**config.mk**
```make
export PLATFORM = sky130hd
export DESIGN_NAME = rfe_frame_encoder
export DESIGN_NICKNAME = d
export VERILOG_FILES = /design/src/hw/rfe_pkg.sv /design/src/hw/rfe_frame_encoder.sv /design/src/hw/rfe_stamp_pack.sv /design/src/hw/rfe_head_build.sv
export SDC_FILE = /design/constraint.sdc
export NUM_CORES = 1
export LEC_CHECK = 0
export BUFFER_PORTS_ARGS = -buffer_cell sky130_fd_sc_hd__clkbuf_2
export CAP_MARGIN = 5
export CORE_UTILIZATION = 48
export CTS_CLUSTER_DIAMETER = 150
export DETAILED_ROUTE_END_ITERATION = 6
export PLACE_DENSITY = 0.73
export SLEW_MARGIN = 40
export SYNTH_ARGS = -nofsm -noshare
export SYNTH_HDL_FRONTEND = slang
export SYNTH_SLANG_ARGS = --single-unit
```
**constraint.sdc**
```tcl
create_clock -name sys_clk -period 3.8 [get_ports sys_clk]
set_clock_uncertainty 0.15 [all_clocks]
set_input_delay 0.76 -clock sys_clk [delete_from_list [all_inputs] [get_ports sys_clk]]
set_output_delay 0.76 -clock sys_clk [all_outputs]
set_load 0.1 [all_outputs]
```
**src/hw/rfe_pkg.sv**
```systemverilog
// What this block does
// - selector change sends esc T Q C, object id, item index; only on enabled touch
// - string-file count frame is esc V S C plus one 16-bit count
// - byte string frame: esc V S A, id, length, that many bytes, no zero
// - wide string frame: esc V S U, id, length, that many 16-bit chars
// - register value frame: esc V R G, id, type I or F, 32-bit value
// - port block inventory: esc H P I, 16-bit flags, bit 0 always set
// - port read frame: esc H P R, port, count, one state byte per port
// - pin read frame: esc H B R, pin, count, one state byte per pin
// - analogue frame: esc H A R, channel, count, one 16-bit value each
// - uart, spi, i2c relay: esc H R/S/I R, 32-bit count, data bytes
// - time text frame: esc W S A or U, formatted text, zero ending
// - binary time: esc W S B, hour min sec day month year weekday
// - working directory frame: esc F D G, path, zero terminator
// - listing: esc F D R, records name size attr time date, final zero
// - entry time and date packed as modification stamp fields
// - every multi-byte field goes out least significant byte first
package rfe_pkg;

  ////////////////////////////////////////////////////////////////////////
  // frame bytes; codes hold three chars, low byte sent first
  localparam logic [7:0]  ESC_BYTE      = 8'h1b;
  localparam logic [7:0]  ZERO_BYTE     = 8'h00;
  localparam logic [23:0] CODE_SEL      = 24'h435154;
  localparam logic [23:0] CODE_STR_CNT  = 24'h435356;
  localparam logic [23:0] CODE_STR8     = 24'h415356;
  localparam logic [23:0] CODE_STR16    = 24'h555356;
  localparam logic [23:0] CODE_REGVAL   = 24'h475256;
  localparam logic [23:0] CODE_PORT_INV = 24'h495048;
  localparam logic [23:0] CODE_PORT_RD  = 24'h525048;
  localparam logic [23:0] CODE_PIN_RD   = 24'h524248;
  localparam logic [23:0] CODE_ANA_RD   = 24'h524148;
  localparam logic [23:0] CODE_UART_RLY = 24'h525248;
  localparam logic [23:0] CODE_SPI_RLY  = 24'h525348;
  localparam logic [23:0] CODE_I2C_RLY  = 24'h524948;
  localparam logic [23:0] CODE_TIME_TXT = 24'h415357;
  localparam logic [23:0] CODE_TIME_WID = 24'h555357;
  localparam logic [23:0] CODE_TIME_BIN = 24'h425357;
  localparam logic [23:0] CODE_WDIR     = 24'h474446;
  localparam logic [23:0] CODE_DIR_LIST = 24'h524446;

  ////////////////////////////////////////////////////////////////////////
  // field values
  localparam logic [15:0] TYPE_INT      = 16'h0049;
  localparam logic [15:0] TYPE_FLOAT    = 16'h0046;
  localparam logic [15:0] INV_INTERNAL  = 16'h0001;

  ////////////////////////////////////////////////////////////////////////
  // fixed part lengths in bytes
  localparam logic [4:0]  LEN_CODE_ONLY = 5'h04;
  localparam logic [4:0]  LEN_ONE16     = 5'h06;
  localparam logic [4:0]  LEN_TWO16     = 5'h08;
  localparam logic [4:0]  LEN_REGVAL    = 5'h0c;
  localparam logic [4:0]  LEN_TIME_BIN  = 5'h12;
  localparam logic [4:0]  LEN_RECORD    = 5'h09;
  localparam int          HDR_BYTES     = 18;

  ////////////////////////////////////////////////////////////////////////
  // frame kinds requested by the firmware side
  typedef enum logic [4:0] {
    K_SEL      = 5'h00,
    K_STR_CNT  = 5'h01,
    K_STR8     = 5'h02,
    K_STR16    = 5'h03,
    K_REGVAL   = 5'h04,
    K_PORT_INV = 5'h05,
    K_PORT_RD  = 5'h06,
    K_PIN_RD   = 5'h07,
    K_ANA_RD   = 5'h08,
    K_UART_RLY = 5'h09,
    K_SPI_RLY  = 5'h0a,
    K_I2C_RLY  = 5'h0b,
    K_TIME_TXT = 5'h0c,
    K_TIME_WID = 5'h0d,
    K_TIME_BIN = 5'h0e,
    K_WDIR     = 5'h0f,
    K_DIR_LIST = 5'h10
  } rfe_kind_e;

  // what follows the fixed part
  typedef enum logic [2:0] {
    B_NONE   = 3'h0,
    B_BYTES  = 3'h1,
    B_WORDS  = 3'h2,
    B_TEXT8  = 3'h3,
    B_TEXT16 = 3'h4,
    B_LIST   = 3'h5
  } rfe_body_e;

  // framer states, gray along head, body, term, flush
  typedef enum logic [2:0] {
    S_IDLE  = 3'b000,
    S_HEAD  = 3'b001,
    S_BODY  = 3'b011,
    S_TERM  = 3'b010,
    S_FLUSH = 3'b110,
    S_LREC  = 3'b111
  } rfe_state_e;

endpackage : rfe_pkg

```
**src/hw/rfe_frame_encoder.sv**
```systemverilog
`timescale 1ns/10ps
////////////////////////////////////////////////////////////////////////
// response frame encoder: fixed part, payload stream, terminators
module rfe_frame_encoder (
  // clock and reset
  input  wire logic               sys_clk,
  input  wire logic               rst,
  // frame request
  input  wire logic               req_valid,
  output logic                    req_ready,
  input  wire rfe_pkg::rfe_kind_e req_kind,
  input  wire logic [15:0]        req_id,
  input  wire logic [15:0]        req_aux,
  input  wire logic               req_is_float,
  input  wire logic [31:0]        req_value,
  input  wire logic [7:0]         req_index,
  input  wire logic [7:0]         req_count,
  // touch event gating for selector feedback
  input  wire logic [2:0]         touch_event,
  input  wire logic [2:0]         touch_cfg,
  // binary time fields
  input  wire logic [15:0]        tm_hour,
  input  wire logic [15:0]        tm_minute,
  input  wire logic [15:0]        tm_second,
  input  wire logic [15:0]        tm_day,
  input  wire logic [15:0]        tm_month,
  input  wire logic [15:0]        tm_year,
  input  wire logic [15:0]        tm_weekday,
  // payload stream, bytes in the low half, wide units use all 16 bits
  input  wire logic               pay_valid,
  output logic                    pay_ready,
  input  wire logic [15:0]        pay_data,
  input  wire logic               pay_last,
  // directory entry fields, held while an entry is sent
  input  wire logic               list_end,
  input  wire logic [31:0]        ent_size,
  input  wire logic [7:0]         ent_attr,
  input  wire logic [4:0]         ent_hour,
  input  wire logic [5:0]         ent_minute,
  input  wire logic [5:0]         ent_second,
  input  wire logic [6:0]         ent_year,
  input  wire logic [3:0]         ent_month,
  input  wire logic [4:0]         ent_day,
  // byte stream to the serial transmitter
  output logic                    tx_valid,
  input  wire logic               tx_ready,
  output logic [7:0]              tx_data,
  // status pulses
  output logic                    frame_done,
  output logic                    frame_drop
);

  ////////////////////////////////////////////////////////////////////////
  // state record
  typedef struct packed {
    rfe_pkg::rfe_state_e st;
    logic [143:0]        hdr;
    logic [4:0]          hlen;
    logic [4:0]          idx;
    rfe_pkg::rfe_body_e  body;
    logic [31:0]         remain;
    logic [15:0]         word;
    logic [1:0]          wbytes;
    logic                last_unit;
    logic [1:0]          term;
    logic [7:0]          tx_data;
    logic                tx_valid;
    logic                pay_ready;
    logic                req_ready;
    logic                frame_done;
    logic                frame_drop;
  } rfe_state_s;

  rfe_state_s          r;
  rfe_state_s          n;
  logic [143:0]        hb_flat;
  logic [4:0]          hb_len;
  rfe_pkg::rfe_body_e  hb_body;
  logic [31:0]         hb_count;
  logic                hb_known;
  logic [15:0]         ent_time;
  logic [15:0]         ent_date;
  logic                slot_free;
  logic                counted;
  logic                wide;
  logic                touch_hit;

  ////////////////////////////////////////////////////////////////////////
  // fixed part layout for the pending request
  rfe_head_build u_head (
    .kind        (req_kind),
    .id16        (req_id),
    .aux16       (req_aux),
    .is_float    (req_is_float),
    .value32     (req_value),
    .index8      (req_index),
    .count8      (req_count),
    .time_fields ({tm_weekday, tm_year, tm_month, tm_day,
                   tm_second, tm_minute, tm_hour}),
    .flat        (hb_flat),
    .len         (hb_len),
    .body        (hb_body),
    .count       (hb_count),
    .known       (hb_known)
  );

  // entry stamp packing
  rfe_stamp_pack u_stamp (
    .hour            (ent_hour),
    .minute          (ent_minute),
    .second          (ent_second),
    .year_since_base (ent_year),
    .month           (ent_month),
    .day             (ent_day),
    .time_word       (ent_time),
    .date_word       (ent_date)
  );

  ////////////////////////////////////////////////////////////////////////
  // helpers
  assign slot_free = !r.tx_valid || tx_ready;
  assign counted   = (r.body == rfe_pkg::B_BYTES) ||
                     (r.body == rfe_pkg::B_WORDS);
  assign wide      = (r.body == rfe_pkg::B_WORDS) ||
                     (r.body == rfe_pkg::B_TEXT16);
  assign touch_hit = |(touch_event & touch_cfg);

  ////////////////////////////////////////////////////////////////////////
  // next state
  always_comb begin
    n            = r;
    n.frame_done = 1'b0;
    n.frame_drop = 1'b0;
    // the held byte leaves when the transmitter takes it
    if (tx_ready) begin
      n.tx_valid = 1'b0;
    end
    case (r.st)
      rfe_pkg::S_IDLE: begin
        n.req_ready = 1'b1;
        if (req_valid && r.req_ready) begin
          if (!hb_known ||
              (req_kind == rfe_pkg::K_SEL && !touch_hit)) begin
            n.frame_drop = 1'b1;
          end else begin
            n.st        = rfe_pkg::S_HEAD;
            n.hdr       = hb_flat;
            n.hlen      = hb_len;
            n.idx       = '0;
            n.body      = hb_body;
            n.remain    = hb_count;
            n.wbytes    = '0;
            n.req_ready = 1'b0;
          end
        end
      end
      rfe_pkg::S_HEAD, rfe_pkg::S_LREC: begin
        if (slot_free) begin
          n.tx_data  = r.hdr[{r.idx, 3'b000} +: 8];
          n.tx_valid = 1'b1;
          n.idx      = r.idx + 5'h01;
          if (r.idx == r.hlen - 5'h01) begin
            n.idx = '0;
            if (r.st == rfe_pkg::S_LREC) begin
              n.st = rfe_pkg::S_BODY;
            end else if (r.body == rfe_pkg::B_NONE ||
                         (counted && r.remain == '0)) begin
              n.st = rfe_pkg::S_FLUSH;
            end else begin
              n.st = rfe_pkg::S_BODY;
            end
          end
        end
      end
      rfe_pkg::S_BODY: begin
        if (r.wbytes != 2'h0) begin
          // drain the held unit low byte first
          if (slot_free) begin
            n.tx_data  = r.word[7:0];
            n.tx_valid = 1'b1;
            n.word     = {8'h00, r.word[15:8]};
            n.wbytes   = r.wbytes - 2'h1;
            if (r.wbytes == 2'h1 && r.last_unit) begin
              case (r.body)
                rfe_pkg::B_TEXT8, rfe_pkg::B_LIST: begin
                  n.st   = rfe_pkg::S_TERM;
                  n.term = 2'h1;
                end
                rfe_pkg::B_TEXT16: begin
                  n.st   = rfe_pkg::S_TERM;
                  n.term = 2'h2;
                end
                default: begin
                  n.st = rfe_pkg::S_FLUSH;
                end
              endcase
            end
          end
        end else if (pay_valid && r.pay_ready) begin
          // take one unit; wide units carry two bytes
          n.word   = wide ? pay_data : {8'h00, pay_data[7:0]};
          n.wbytes = wide ? 2'h2 : 2'h1;
          n.remain = r.remain - 32'h1;
          n.last_unit = counted ? (r.remain == 32'h1) : pay_last;
        end else if (r.body == rfe_pkg::B_LIST && list_end) begin
          if (slot_free) begin
            n.tx_data  = rfe_pkg::ZERO_BYTE;
            n.tx_valid = 1'b1;
            n.st       = rfe_pkg::S_FLUSH;
          end
        end
      end
      rfe_pkg::S_TERM: begin
        if (slot_free) begin
          n.tx_data  = rfe_pkg::ZERO_BYTE;
          n.tx_valid = 1'b1;
          n.term     = r.term - 2'h1;
          if (r.term == 2'h1) begin
            if (r.body == rfe_pkg::B_LIST) begin
              // entry fields follow the name
              n.st   = rfe_pkg::S_LREC;
              n.hdr  = 144'({ent_date, ent_time, ent_attr,
                             ent_size});
              n.hlen = rfe_pkg::LEN_RECORD;
              n.idx  = '0;
            end else begin
              n.st = rfe_pkg::S_FLUSH;
            end
          end
        end
      end
      rfe_pkg::S_FLUSH: begin
        // wait until the last byte is handed over
        if (slot_free) begin
          n.st         = rfe_pkg::S_IDLE;
          n.req_ready  = 1'b1;
          n.frame_done = 1'b1;
        end
      end
      default: begin
        n.st = rfe_pkg::S_IDLE;
      end
    endcase
    // registered ready: open only with an empty unit holder
    n.pay_ready = (n.st == rfe_pkg::S_BODY) && (n.wbytes == 2'h0);
  end

  ////////////////////////////////////////////////////////////////////////
  // state register
  always_ff @(posedge sys_clk) begin
    if (rst) begin
      r <= '0;
    end else begin
      r <= n;
    end
  end

  ////////////////////////////////////////////////////////////////////////
  // outputs straight from the state register
  assign req_ready  = r.req_ready;
  assign pay_ready  = r.pay_ready;
  assign tx_valid   = r.tx_valid;
  assign tx_data    = r.tx_data;
  assign frame_done = r.frame_done;
  assign frame_drop = r.frame_drop;

endmodule : rfe_frame_encoder

```
**src/hw/rfe_stamp_pack.sv**
```systemverilog
`timescale 1ns/10ps
////////////////////////////////////////////////////////////////////////
// packs a directory entry's modification stamp into time and date words
module rfe_stamp_pack (
  // stamp fields
  input  wire logic [4:0]  hour,
  input  wire logic [5:0]  minute,
  input  wire logic [5:0]  second,
  input  wire logic [6:0]  year_since_base,
  input  wire logic [3:0]  month,
  input  wire logic [4:0]  day,
  // packed words
  output logic      [15:0] time_word,
  output logic      [15:0] date_word
);

  // hour high, minute middle, halved second low
  assign time_word = {hour, minute, second[5:1]};
  // years since base high, month middle, day low
  assign date_word = {year_since_base, month, day};

endmodule : rfe_stamp_pack

```
**src/hw/rfe_head_build.sv**
```systemverilog
`timescale 1ns/10ps
////////////////////////////////////////////////////////////////////////
// lays out the fixed part of a frame, byte 0 in the low bits
module rfe_head_build (
  // request fields
  input  wire rfe_pkg::rfe_kind_e kind,
  input  wire logic [15:0]        id16,
  input  wire logic [15:0]        aux16,
  input  wire logic               is_float,
  input  wire logic [31:0]        value32,
  input  wire logic [7:0]         index8,
  input  wire logic [7:0]         count8,
  input  wire logic [111:0]       time_fields,
  // layout
  output logic      [143:0]       flat,
  output logic      [4:0]         len,
  output rfe_pkg::rfe_body_e      body,
  output logic      [31:0]        count,
  output logic                    known
);

  logic [15:0] type16;

  assign type16 = is_float ? rfe_pkg::TYPE_FLOAT : rfe_pkg::TYPE_INT;

  // lower concatenation parts leave first, so fields are little endian
  always_comb begin
    flat  = '0;
    len   = rfe_pkg::LEN_CODE_ONLY;
    body  = rfe_pkg::B_NONE;
    count = '0;
    known = 1'b1;
    case (kind)
      rfe_pkg::K_SEL: begin
        flat = 144'({aux16, id16, rfe_pkg::CODE_SEL, rfe_pkg::ESC_BYTE});
        len  = rfe_pkg::LEN_TWO16;
      end
      rfe_pkg::K_STR_CNT: begin
        flat = 144'({aux16, rfe_pkg::CODE_STR_CNT, rfe_pkg::ESC_BYTE});
        len  = rfe_pkg::LEN_ONE16;
      end
      rfe_pkg::K_STR8, rfe_pkg::K_STR16: begin
        flat  = 144'({aux16, id16, (kind == rfe_pkg::K_STR8) ?
                 rfe_pkg::CODE_STR8 : rfe_pkg::CODE_STR16,
                 rfe_pkg::ESC_BYTE});
        len   = rfe_pkg::LEN_TWO16;
        body  = (kind == rfe_pkg::K_STR8) ? rfe_pkg::B_BYTES :
                rfe_pkg::B_WORDS;
        count = 32'(aux16);
      end
      rfe_pkg::K_REGVAL: begin
        flat = 144'({value32, type16, id16, rfe_pkg::CODE_REGVAL,
                rfe_pkg::ESC_BYTE});
        len  = rfe_pkg::LEN_REGVAL;
      end
      rfe_pkg::K_PORT_INV: begin
        flat = 144'({aux16 | rfe_pkg::INV_INTERNAL, rfe_pkg::CODE_PORT_INV,
                rfe_pkg::ESC_BYTE});
        len  = rfe_pkg::LEN_ONE16;
      end
      rfe_pkg::K_PORT_RD, rfe_pkg::K_PIN_RD, rfe_pkg::K_ANA_RD: begin
        case (kind)
          rfe_pkg::K_PORT_RD: flat = 144'({count8, index8,
                              rfe_pkg::CODE_PORT_RD, rfe_pkg::ESC_BYTE});
          rfe_pkg::K_PIN_RD:  flat = 144'({count8, index8,
                              rfe_pkg::CODE_PIN_RD, rfe_pkg::ESC_BYTE});
          default:            flat = 144'({count8, index8,
                              rfe_pkg::CODE_ANA_RD, rfe_pkg::ESC_BYTE});
        endcase
        len   = rfe_pkg::LEN_ONE16;
        body  = (kind == rfe_pkg::K_ANA_RD) ? rfe_pkg::B_WORDS :
                rfe_pkg::B_BYTES;
        count = 32'(count8);
      end
      rfe_pkg::K_UART_RLY, rfe_pkg::K_SPI_RLY, rfe_pkg::K_I2C_RLY: begin
        case (kind)
          rfe_pkg::K_UART_RLY: flat = 144'({value32,
                               rfe_pkg::CODE_UART_RLY, rfe_pkg::ESC_BYTE});
          rfe_pkg::K_SPI_RLY:  flat = 144'({value32,
                               rfe_pkg::CODE_SPI_RLY, rfe_pkg::ESC_BYTE});
          default:             flat = 144'({value32,
                               rfe_pkg::CODE_I2C_RLY, rfe_pkg::ESC_BYTE});
        endcase
        len   = rfe_pkg::LEN_TWO16;
        body  = rfe_pkg::B_BYTES;
        count = value32;
      end
      rfe_pkg::K_TIME_TXT: begin
        flat = 144'({rfe_pkg::CODE_TIME_TXT, rfe_pkg::ESC_BYTE});
        body = rfe_pkg::B_TEXT8;
      end
      rfe_pkg::K_TIME_WID: begin
        flat = 144'({rfe_pkg::CODE_TIME_WID, rfe_pkg::ESC_BYTE});
        body = rfe_pkg::B_TEXT16;
      end
      rfe_pkg::K_TIME_BIN: begin
        flat = {time_fields, rfe_pkg::CODE_TIME_BIN, rfe_pkg::ESC_BYTE};
        len  = rfe_pkg::LEN_TIME_BIN;
      end
      rfe_pkg::K_WDIR: begin
        flat = 144'({rfe_pkg::CODE_WDIR, rfe_pkg::ESC_BYTE});
        body = rfe_pkg::B_TEXT8;
      end
      rfe_pkg::K_DIR_LIST: begin
        flat = 144'({rfe_pkg::CODE_DIR_LIST, rfe_pkg::ESC_BYTE});
        body = rfe_pkg::B_LIST;
      end
      default: begin
        known = 1'b0;
      end
    endcase
  end

endmodule : rfe_head_build

```
* Word-level counts from Yosys, hierarchy flattened *
Cells that the tools add are included.

word-level totals
  register bits after elaboration = 226
  bits of input ports = 300
  output and inout port bits = 13
  logic and storage cells = 189

cells by class
  add/sub/neg operators = 5
  eq/ne operators = 49
  shift-type cells = 1
  mux-type cells = 62
  bitwise gates (word level) = 6
  reduce and logical (&&, ||, !) cells = 50

operators by type and width
  cell                                                 number
  one-hot mux 144 bit (12 select lines)                1
  2-to-1 mux 192 bit                                   2
  2-to-1 mux 157 bit                                   2
  one-hot mux 149 bit (2 select lines)                 1
  2-to-1 mux 154 bit                                   1
  indexed part select 144 x 9 -> 8 bit                 1
  one-hot mux 32 bit (3 select lines)                  1
  one-hot mux 21 bit (2 select lines)                  2
  one-hot mux 32 bit (2 select lines)                  1
  2-to-1 mux 51 bit                                    1
  2-to-1 mux 9 bit                                     5
  == test 5 x 4 -> 1 bit (second input constant)       8
  2-to-1 mux 18 bit                                    2
  2-to-1 mux 3 bit                                     12
  == test 32 x 1 -> 1 bit (second input constant)      1
  logical NOT 32 bit                                   1
  2-to-1 mux 32 bit                                    1
  subtractor 32 x 1 -> 32 bit (second input constant)  1
  one-hot mux 9 bit (3 select lines)                   1
  inequality test 2 bit (second input constant)        13
  2-to-1 mux 11 bit                                    2
  2-to-1 mux 21 bit                                    1
  == test 5 x 3 -> 1 bit (second input constant)       4
  one-hot mux 5 bit (4 select lines)                   1
  other kinds (44)                                     107

* Depth between registers and ports, before layout *
Gate-level depths: netlist of run 1.

  depth in word-level cells = 11
  gate-level depth with buffers = 10

* Hierarchy *
A second synthesis of run 1 with hierarchy kept.

unflattened totals
  cell total of the unflattened synthesis = 1712
  area, all modules = 13995.9 µm²

modules (own cells, without submodules)
  module             instances  cells each  area each (µm²)  seq. area each (µm²)
  rfe_frame_encoder  1          1293        11175.7          4524.3
  rfe_head_build     1          387         2580.0           0.0
  rfe_stamp_pack     1          32          240.2            0.0

* Worst setup path before layout of run 1 *
OpenSTA, ideal clock, no wires.

  path kind = input to register
  start = in req_kind[0]
  end = reg r[147] in the netlist's numbering
  data arrival time = 2740 ps
  data required time = 3522 ps
  slack = 782 ps
  cell stages on the path = 10
  buffers on the path = 4
  cell sequence = buf_2 o41a_1 a31oi_4 a311oi_2 a211o_1 buf_2 buf_6 buf_6 a221oi_2 nor2_1

between the ends
  cells in the longest elaborated chain, start to end = 7
  elaborated cells on any way between the ends = 31

ends and longest elaborated chain
  item                                            line                      RTL
  from (decl)                                     rfe_frame_encoder.sv:11   input wire rfe_pkg::rfe_kind_e req_kind,
  == test 5 x 1 -> 1 bit (tied with other cells)  rfe_head_build.sv:33      case (kind)
  OR reduction 17 bit (no source line)            --
  2-to-1 mux 1 bit                                rfe_head_build.sv:33
  logical NOT 1 bit                               rfe_frame_encoder.sv:142  if (!hb_known ||
  logical OR 1 bit                                rfe_frame_encoder.sv:142
  inequality test 2 bit (no source line)          --
  AND reduction 6 bit (no source line)            --
  to (signal assigned)                            rfe_frame_encoder.sv:254  r <= n;
  to (decl)                                       rfe_frame_encoder.sv:74   rfe_state_s r;

Parallel ways exist; a longest one is shown, timed or not. The select of a mux whose other input is x is not followed.
A chain may end at the register's enable or synchronous reset.

* Final worst setup path of run 1 *
  start = reg r[70] in the netlist's numbering
  end = reg r (netlist bit tx_data[1])

between the ends
  cells in the longest elaborated chain, start to end = 3

ends and longest elaborated chain
  item                                  line                      RTL
  indexed part select 144 x 9 -> 8 bit  rfe_frame_encoder.sv:159  n.tx_data = r.hdr[{r.idx, 3'b000} +: 8];
  2-to-1 mux 9 bit                      rfe_frame_encoder.sv:158  if (slot_free) begin
  one-hot mux 9 bit (3 select lines)    rfe_frame_encoder.sv:138  case (r.st)

No other way between the ends. The select of a mux whose other input is x is not followed.

==> results.toml, run 1 <==
[layout]
fin_cells = 2014
final-seq-area_sq_um = 4530
fin_nets = 1974
layout-drive-gt1-share_pct = 29.1
syn_to_final_growth_pct = 21.7
nFillCells = 2264
diodes = 0
multi_input_comb_area_sq_um = 7160

[detailed_routing]
drtPass1Iterations = 7
drt_iter0_drc = 2069
wl_mm = 48.5
drtAntennaViolNets = 0
via_count = 13300
via_per_inst = 6.62
drc_errors = 11
wire_per_inst_um = 24.1

[power]
p_leak_uw = 0.00559
p_per_area_nw_per_um2 = 404
max-vdd-ir-drop_mv = 0.331

[setup_path]
critical_path.max_stage_delay_ns = 0.65
critical_path_required_ns = 4.03
crit_family = "compound AO/OA/AOI/OAI gates"
start_kind = "register"
end_kind = "register"
slowest_stage = "dfxtp_2"
arrival_ns = 3.13
path_class = "register to register"
crit_buf_inv = 1
cp_max_fo = 14
crit_chain = "buf_4 -> mux4_2 -> a21o_1 -> a222oi_1 -> o221a_1 -> a211oi_1"

[sta]
hold_viol = 0
period_share_pct = 76.4
rsz0062_at_grt = "no"
fmaxAchievable_mhz = 344
slew_violations = 0
min_period_ns = 2.90
slew_headroom_pct = 45.2
setup_tns_ns = 0
tightest_slew_ns = 0.820
setup_violations = 0

[placement]
hpwl_mm = 35.9
gp_congestion = 0.986
io_buffer_count = 311
placed_cells = 1969

[cts]
cts.sinks = 226
clkTransAtPathRegs_ns = 0.06
cts_root_buf = "clkbuf_16"
clk_latency_ns = 0.54
hold_buffers = 0
ctsResizeCount = 0
cts_made_buffers = 25
cts_tree = "yes"
cts_buffer_depth = 3
post_cts_buffers = 0
cts.htree.levels = 1

[floorplan]
die_area_sq_um = 26400
core_area_sq_um = 25200
num_rows = 58
initial_core_util_pct = 49.0
die_h_um = 162
fp.dieW_um = 162
ios = 313

[logic_synthesis]
ys_warn_count = 0
yosysMostFrequentCell = "nor2_1"
synth-compound-area-share_pct = 30.8
synth-main-ff-cell = "dfxtp_1"
yosysUniqueCellTypes = 78
ys_async_sr_fraction_pct = 0
yosysTopAreaCell = "dfxtp_1"
synth_common_cells = "244 x nor2_1, 226 x dfxtp_1, 128 x a22oi_1, 101 x clkbuf_1, 93 x nand2_1"
muxShareOfSynthArea_pct = 7.01
yosysTopAreaCellShare_pct = 36.6
synthXorXnorAreaFrac_pct = 0.922
syn_area_sq_um = 12400
synth.area.top_cells = "dfxtp_1 37%, a22oi_1 7.8%, nor2_1 7.4%"
synth_top_family_by_area = "compound AO/OA/AOI/OAI gates"
ys_seq_area_share_pct = 36.6
ys_ff_latch = 226
syn_inst = 1428
synth-edff-count = 0
synthAdderAreaFrac_pct = 0.892
synth_nets = 1736
avgSynthCellArea_sq_um = 8.65
synthSimpleGateAreaFrac_pct = 18.0

[global_route]
grt_usage_pct = 36.0
grtUsageMet3_pct = 7.33
busiest_layer = "met2"
antenna_found_initial = 1
grt_pass1_wl_mm = 73.1
grt_pass1_vias = 12700
grt_max_degree = 99
grt.met2_usage_pct = 57.5
gr-usage-met1_pct = 46.0
grt_overflow_total = 0

[outcome]
violations = "DRC"
status = "finished with violations"

[run]
drv_cap = 0

[min_path]
min_path_type = "input pin to register"
## path summary, 6_finish.rpt
path,endpoint,slack (ns),cells past startpoint,from
min reg2reg,r[104],0.31,2,r[104]
max,tx_data[1],0.90,6,r[70]
max reg2reg,tx_data[1],0.90,6,r[70]
min,r[85],0.30,3,ent_size[6]
## power breakdown
part / switching, uW / internal [uW] / total, uW
clock: 1040 / 1420 / 2460
sequential: 59.0 / 2420 / 2480
combinational: 777 / 364 / 1140
total: 1870 / 4200 / 6080
## metal layers
| layer | vias up | wire [um] |
|---|---|---|
| met3 | 138 | 5430 |
| met1 | 6370 | 18800 |
| met5 | - | 13 |
| li1 | 5990 | - |
| met4 | 2 | 2510 |
| met2 | 831 | 21700 |
## through the flow
step / power [uW] / hold WS [ns] / util, % / worst slack, ns / instance area (sq um)
2_1_floorplan: 3220 / 0.282 / - / 0.782 / 12400
3_3_place_gp: 3640 / 0.288 / 56.4 / 0.464 / 14200
3_5_place_dp: 3640 / 0.296 / 56.4 / 0.405 / 14200
4_1_cts: 6070 / 0.294 / 59.7 / 0.647 / 15000
5_1_grt: 6260 / 0.317 / 59.7 / 0.769 / 15000
6_report: 6080 / 0.304 / 59.7 / 0.897 / 15000
## flip-flops by register name, summed over array words and instances, names as in the netlist
| name | flops |
|---|---|
| r | 213 |
| tx_valid | 1 |
| req_ready | 1 |
| frame_drop | 1 |
| pay_ready | 1 |
| frame_done | 1 |
| tx_data | 8 |
## logic make-up after synthesis
logic type,count (synthesis)
compound gates,482
flops,226
simple gates,482
fa+ha+maj,9
mux,49
buf+inv,167
xor+xnor,13
## final cells by class
cell class	instances	share of cell area, %
Sequential cell	226	30.1
Multi-Input combinational cell	1035	47.6
Clock buffer	30	4.55
Timing Repair Buffer	359	13.5
Clock inverter	15	0.907
Tap cell	330	2.75
Inverter	19	0.474
## cells in the final DEF (no fill, tap or decap), drive strengths merged, types with 19 or more instances in the layout
| cell | instances |
|---|---|
| a222oi | 60 |
| dfxtp | 226 |
| mux2i | 19 |
| mux4 | 30 |
| a21oi | 71 |
| a221oi | 52 |
| clkbuf | 340 |
| o21ai | 49 |
| a22oi | 128 |
| nor2 | 244 |
| a31oi | 24 |
| nor3 | 26 |
| nand2 | 93 |
| inv | 21 |
| buf | 49 |
| nand3 | 21 |
## worst register-to-register path, stage by stage (launching register included)
cell and delay [ns]:
dfxtp_2 0.65, buf_4 0.29, mux4_2 0.53, a21o_1 0.19
a222oi_1 0.58, o221a_1 0.27, a211oi_1 0.06
(Power assumes the default switching activity.)
==> run 2, diff against run 1 <==
--- a/config.mk
+++ b/config.mk
@@ -5,12 +5,13 @@
 export SDC_FILE = /design/constraint.sdc
 export NUM_CORES = 1
 export LEC_CHECK = 0
+export ABC_AREA = 1
 export BUFFER_PORTS_ARGS = -buffer_cell sky130_fd_sc_hd__clkbuf_2
 export CAP_MARGIN = 5
 export CORE_UTILIZATION = 48
 export CTS_CLUSTER_DIAMETER = 150
 export DETAILED_ROUTE_END_ITERATION = 6
-export PLACE_DENSITY = 0.73
+export PLACE_DENSITY = 0.72
 export SLEW_MARGIN = 40
 export SYNTH_ARGS = -nofsm -noshare
 export SYNTH_HDL_FRONTEND = slang
==> constraint.sdc (replaced) <==
create_clock -name sys_clk -period 3 [get_ports sys_clk]
set_clock_uncertainty 0.15 [all_clocks]
set_input_delay 0.6 -clock sys_clk [delete_from_list [all_inputs] [get_ports sys_clk]]
set_output_delay 0.6 -clock sys_clk [all_outputs]
set_load 0.1 [all_outputs]
==> run 2 against run 1 <==
Design area grew 11%. Maximum frequency grew 14%. Die area grew 12%. The run now ends clean. Clock power grew 39%. Sequential share of layout area shrank 3.0 points. Power grew 28%.
==> results.toml, run 2 <==
[floorplan]
ios = 313
die_area_sq_um = 29500
core_area_sq_um = 28100
die_h_um = 172
fp.dieW_um = 172
initial_core_util_pct = 49.3
num_rows = 61

[global_route]
grt_overflow_total = 0
grt_pass1_vias = 14400
grt_max_degree = 84
grt_pass1_wl_mm = 79.7
grt_usage_pct = 35.4
antenna_found_initial = 2

[sta]
rsz0062_at_grt = "no"
period_share_pct = 85.2
min_period_ns = 2.56
hold_viol = 0
setup_violations = 0
setup_tns_ns = 0
hold_slack_ns = 0.118
slew_violations = 0
fmaxAchievable_mhz = 391
slew_headroom_pct = 54.1
tightest_slew_ns = 0.684

[placement]
io_buffer_count = 311
gp_congestion = 1.02
hpwl_mm = 40.8

[power]
p_leak_uw = 0.00771
total_power_uw = 7780
p_per_area_nw_per_um2 = 466
max-vdd-ir-drop_mv = 0.433

[setup_path]
cp_max_fo = 32
path_class = "register to register"
end_kind = "register"
arrival_ns = 2.88
critical_path.startpoint = "r[16]"
r2r_setup_slack_ns = 0.44
start_kind = "register"
rr_startpoint = "r[16]"
critical_path_required_ns = 3.32

[logic_synthesis]
synth_top_family_by_area = "simple AND/OR/NAND/NOR gates"
ys_async_sr_fraction_pct = 0
synth-compound-area-share_pct = 19.2
avgSynthCellArea_sq_um = 6.25
yosysMostFrequentCell = "nand2_1"
muxShareOfSynthArea_pct = 0
syn_inst = 2217
syn_area_sq_um = 13800
synth.area.top_cells = "dfxtp_1 33%, nand2_1 20%, nand3_1 7.7%"
synthXorXnorAreaFrac_pct = 0.190
synth_nets = 2525
ys_seq_area_share_pct = 32.7
synth-main-ff-cell = "dfxtp_1"
yosysTopAreaCell = "dfxtp_1"
yosysUniqueCellTypes = 46
synthAdderAreaFrac_pct = 0.723
ys_ff_latch = 226
synth-edff-count = 0
yosysTopAreaCellShare_pct = 32.7
synth_common_cells = "722 x nand2_1, 226 x dfxtp_1, 214 x nand3_1, 202 x inv_1, 177 x a21oi_1"
synthSimpleGateAreaFrac_pct = 36.0
ys_warn_count = 0

[detailed_routing]
wl_mm = 53.7
drtPass1Iterations = 7
via_per_inst = 5.62
drc_errors = 0
drt_iter0_drc = 1758
via_count = 16200
wire_per_inst_um = 18.6
drtAntennaViolNets = 0

[cts]
ctsResizeCount = 0
cts_buffer_depth = 3
cts.sinks = 226
cts_root_buf = "clkbuf_16"
cts_made_buffers = 27
cts.htree.levels = 1
clkTransAtPathRegs_ns = 0.06
cts_tree = "yes"
hold_buffers = 0
clk_latency_ns = 0.56
post_cts_buffers = 0

[min_path]
min_path_type = "input pin to register"
hp-start = "tm_year[3]"

[layout]
final_common_cell = "nand2_1"
fin_util_pct = 59.4
layout-drive-gt1-share_pct = 19.2
largest_register = "r"
nFillCells = 2839
largest_reg_flops = 213
fin_nets = 2786
syn_to_final_growth_pct = 20.5
final_cell_mix = "722 x nand2_1, 310 x clkbuf_2, 225 x dfxtp_1, 214 x nand3_1, 202 x inv_1"

[outcome]
status = "completed"

[run]
drv_cap = 0
run 2: worst max-delay path, cell delays in order, from the launching register on:
cell and delay [ns]:
dfxtp_1 0.34, inv_1 0.12, ha_1 0.24, buf_4 0.24, clkinv_1 0.23, buf_4 0.25, nor2_1 0.21, a21oi_1 0.06
inv_1 0.07, buf_4 0.27, o21ai_0 0.12, a31oi_1 0.16
run 2: per-stage QoR:
step / worst slack [ns] / cells / area, sq um
final: 0.443 / 2879 / 16700
after global routing: 0.156 / 2877 / 16700
after CTS: 0.470 / 2877 / 16700
after detailed placement: 0.347 / 2827 / 15800
after global placement: 0.166 / 2825 / 15700
after floorplan: 0.530 / 2217 / 13800
run 2: routing by layer:
layer / wire [um] / global-route usage (%)
met1: 23100 / 48.0
met2: 23500 / 54.9
met3: 4870 / 6.48
met4: 2250 / 14.8
met5: 0 / 0
run 2: worst paths after layout:
path                  to  depth (start not counted)
setup / recovery   r[24]                         11
hold / removal    r[194]                          3
setup reg to reg   r[24]                         11
hold reg to reg   r[160]                          2
run 2: final cells by class:
cell class                      count  area [sq um]  share of cell area [%]
Antenna cell                        2          5.00                  0.0300
Clock buffer                       39           761                    4.56
Clock inverter                     11           160                   0.959
Inverter                          220           830                    4.97
Multi-Input combinational cell   1634          7780                    46.6
Sequential cell                   226          4530                    27.1
Tap cell                          378           473                    2.83
Timing Repair Buffer              369          2160                    12.9
run 2: logic make-up after synthesis:
family          count (synthesis)
compound gates                460
flops                         226
buf+inv                       357
simple gates                 1163
fa+ha+maj                       8
xor+xnor                        3
run 2: power breakdown:
part / switching, uW / internal, uW / total (uW)
clock network: 1390 / 2040 / 3420
logic: 822 / 422 / 1240
registers: 53.6 / 3060 / 3110
total: 2260 / 5520 / 7780
==> run 3, diff against run 2 <==
--- a/config.mk
+++ b/config.mk
@@ -5,13 +5,12 @@
 export SDC_FILE = /design/constraint.sdc
 export NUM_CORES = 1
 export LEC_CHECK = 0
-export ABC_AREA = 1
 export BUFFER_PORTS_ARGS = -buffer_cell sky130_fd_sc_hd__clkbuf_2
 export CAP_MARGIN = 5
 export CORE_UTILIZATION = 48
 export CTS_CLUSTER_DIAMETER = 150
 export DETAILED_ROUTE_END_ITERATION = 6
-export PLACE_DENSITY = 0.72
+export PLACE_DENSITY = 0.73
 export SLEW_MARGIN = 40
 export SYNTH_ARGS = -nofsm -noshare
 export SYNTH_HDL_FRONTEND = slang
==> constraint.sdc (replaced) <==
create_clock -name sys_clk -period 2.7 [get_ports sys_clk]
set_clock_uncertainty 0.15 [all_clocks]
set_input_delay 0.54 -clock sys_clk [delete_from_list [all_inputs] [get_ports sys_clk]]
set_output_delay 0.54 -clock sys_clk [all_outputs]
set_load 0.1 [all_outputs]
==> run 3 against run 2 <==
The run now ends with DRC left. Register-to-register slack lost 0.37 ns. Design area shrank 4.1%. First-iteration DRC count grew 9.2%. Highest routed layer is now met5.
==> results.toml, run 3 (same netlist as run 1, synthesis figures left out) <==
[outcome]
status = "finished with violations"
violations = "DRC"

[cts]
cts_made_buffers = 26
clk_latency_ns = 0.54
post_cts_buffers = 0
cts_tree = "yes"
cts.htree.levels = 1
cts_root_buf = "clkbuf_16"
cts_buffer_depth = 3
clkTransAtPathRegs_ns = 0.06
cts.sinks = 226

[sta]
min_period_ns = 2.62
rsz0062_at_grt = "no"
hold_viol = 0
setup_violations = 0
hold_slack_ns = 0.0890
fmaxAchievable_mhz = 381
slew_headroom_pct = 40.3
slew_violations = 0
tightest_slew_ns = 0.894
period_share_pct = 97.2

[setup_path]
path_class = "register to register"
r2r_setup_slack_ns = 0.08
critical_path_required_ns = 2.97
arrival_ns = 2.89
rr_startpoint = "r[69]"
crit_end = "tx_data[5]"
start_kind = "register"
r2r-end = "tx_data[5]"
cp_max_fo = 13
critical_path.startpoint = "r[69]"
end_kind = "register"
reg2regPathDepth = 7

[detailed_routing]
drtAntennaViolNets = 0
drt-met1-wl_mm = 19.5
met3_length_mm = 5.57
routed.top_layer = "met5"
wl_met2_mm = 22.4
drc_errors = 33
drt_iter0_drc = 1920
drtPass1Iterations = 7
via_count = 13800
wl_mm = 50.0
wire_per_inst_um = 23.7
via_per_inst = 6.51

[global_route]
grt_max_degree = 82
grt_pass1_vias = 13000
grt_pass1_wl_mm = 74.9
antenna_found_initial = 1
grt_usage_pct = 37.4
grt_overflow_total = 0

[placement]
placed_area_sq_um = 15200
hpwl_mm = 38.0
gp_congestion = 0.946
io_buffer_count = 311

[floorplan]
die_area_sq_um = 26400
die_h_um = 162
num_rows = 58
ios = 313
core_area_sq_um = 25200
fp.dieW_um = 162
initial_core_util_pct = 49.0

[run]
drv_cap = 0

[layout]
nFillCells = 2128
largest_reg_flops = 213
multi_input_comb_area_sq_um = 7180
final_common_cell = "clkbuf_2"
final_area_sq_um = 16000
final_cell_mix = "310 x clkbuf_2, 241 x nor2_1, 222 x dfxtp_1, 128 x a22oi_1, 120 x buf_4"
layout-drive-gt1-share_pct = 33.0
largest_register = "r"
final-seq-area_sq_um = 4530
fin_nets = 2074
syn_to_final_growth_pct = 29.6

[min_path]
min_path_type = "input pin to register"

[power]
max-vdd-ir-drop_mv = 0.529
p_per_area_nw_per_um2 = 541
total_power_uw = 8660
p_leak_uw = 0.00611
run 3: changes by cell type in the layout (fill, tap and decap cells not counted), moves of 24 or more:
cell and delta:
a22oi_1 +117, nand4_1 -24, o21ai_0 -92, o211ai_1 -50, a222oi_1 +60, nor2_1 +116, buf_4 +74, a21oi_1 -107
a221oi_2 +30, inv_1 -183, nand3_1 -193, mux4_2 +30, nand2_1 -630
run 3: repair_timing:
item,4_1_cts,5_1_grt
cloned,0,0
hold buffers,0,0
resized for setup,1,3
setup endpoints to repair,1,3
run 3: cell type report:
cell class	count	area share [%]
clock inverters	8	0.367
flip-flops and latches	226	28.3
repair buffers	458	18.8
inverters	19	0.446
diodes	1	0.0156
multi-input cells	1035	44.8
clock buffers	36	4.67
well taps	330	2.58
run 3: report_power, final:
part           internal [uW]  switching [uW]  leakage (uW)
logic                    702            1170       0.00389
registers               3410            56.4       0.00183
clock network           1920            1400      0.000391
total                   6030            2620       0.00611
run 3: how the worst min path moves through the flow:
stage / from / endpoint / slack (ns) / depth (start not counted)
after floorplan: r[104] / r[104] / 0.28 / 2
after global routing: tm_year[12] / r[203] / 0.09 / 3
final: tm_month[8] / r[183] / 0.09 / 3
after CTS: tm_weekday[14] / r[221] / 0.08 / 3
after detailed placement: r[104] / r[104] / 0.30 / 2
after global placement: r[104] / r[104] / 0.29 / 2
run 3: per-layer routing:
layer / global-route usage (%) / vias up
met5: 0 / -
met4: 19.1 / 2
met3: 7.36 / 130
met2: 58.5 / 917
met1: 48.9 / 6531
li1: - / 6180
run 3: worst max-delay path, cell delays in order, from the launching register on:
cell and delay [ns]:
dfxtp_2 0.38, buf_12 0.16, mux4_2 0.55, mux4_2 0.54, nor2b_1 0.16, a2111oi_1 0.34, buf_4 0.17, nor3_1 0.04
run 3: metrics by stage:
stage	worst slack (ns)	instances	utilization, %	setup TNS [ns]
finish	0.0769	2113	63.6	0
global route	0.00390	2112	63.5	0
CTS	0.0224	2112	63.5	0
detailed placement	-0.176	2068	60.3	-14.70
global placement	-0.148	2068	60.3	-9.64
floorplan	-0.0146	1428	-	-0.298
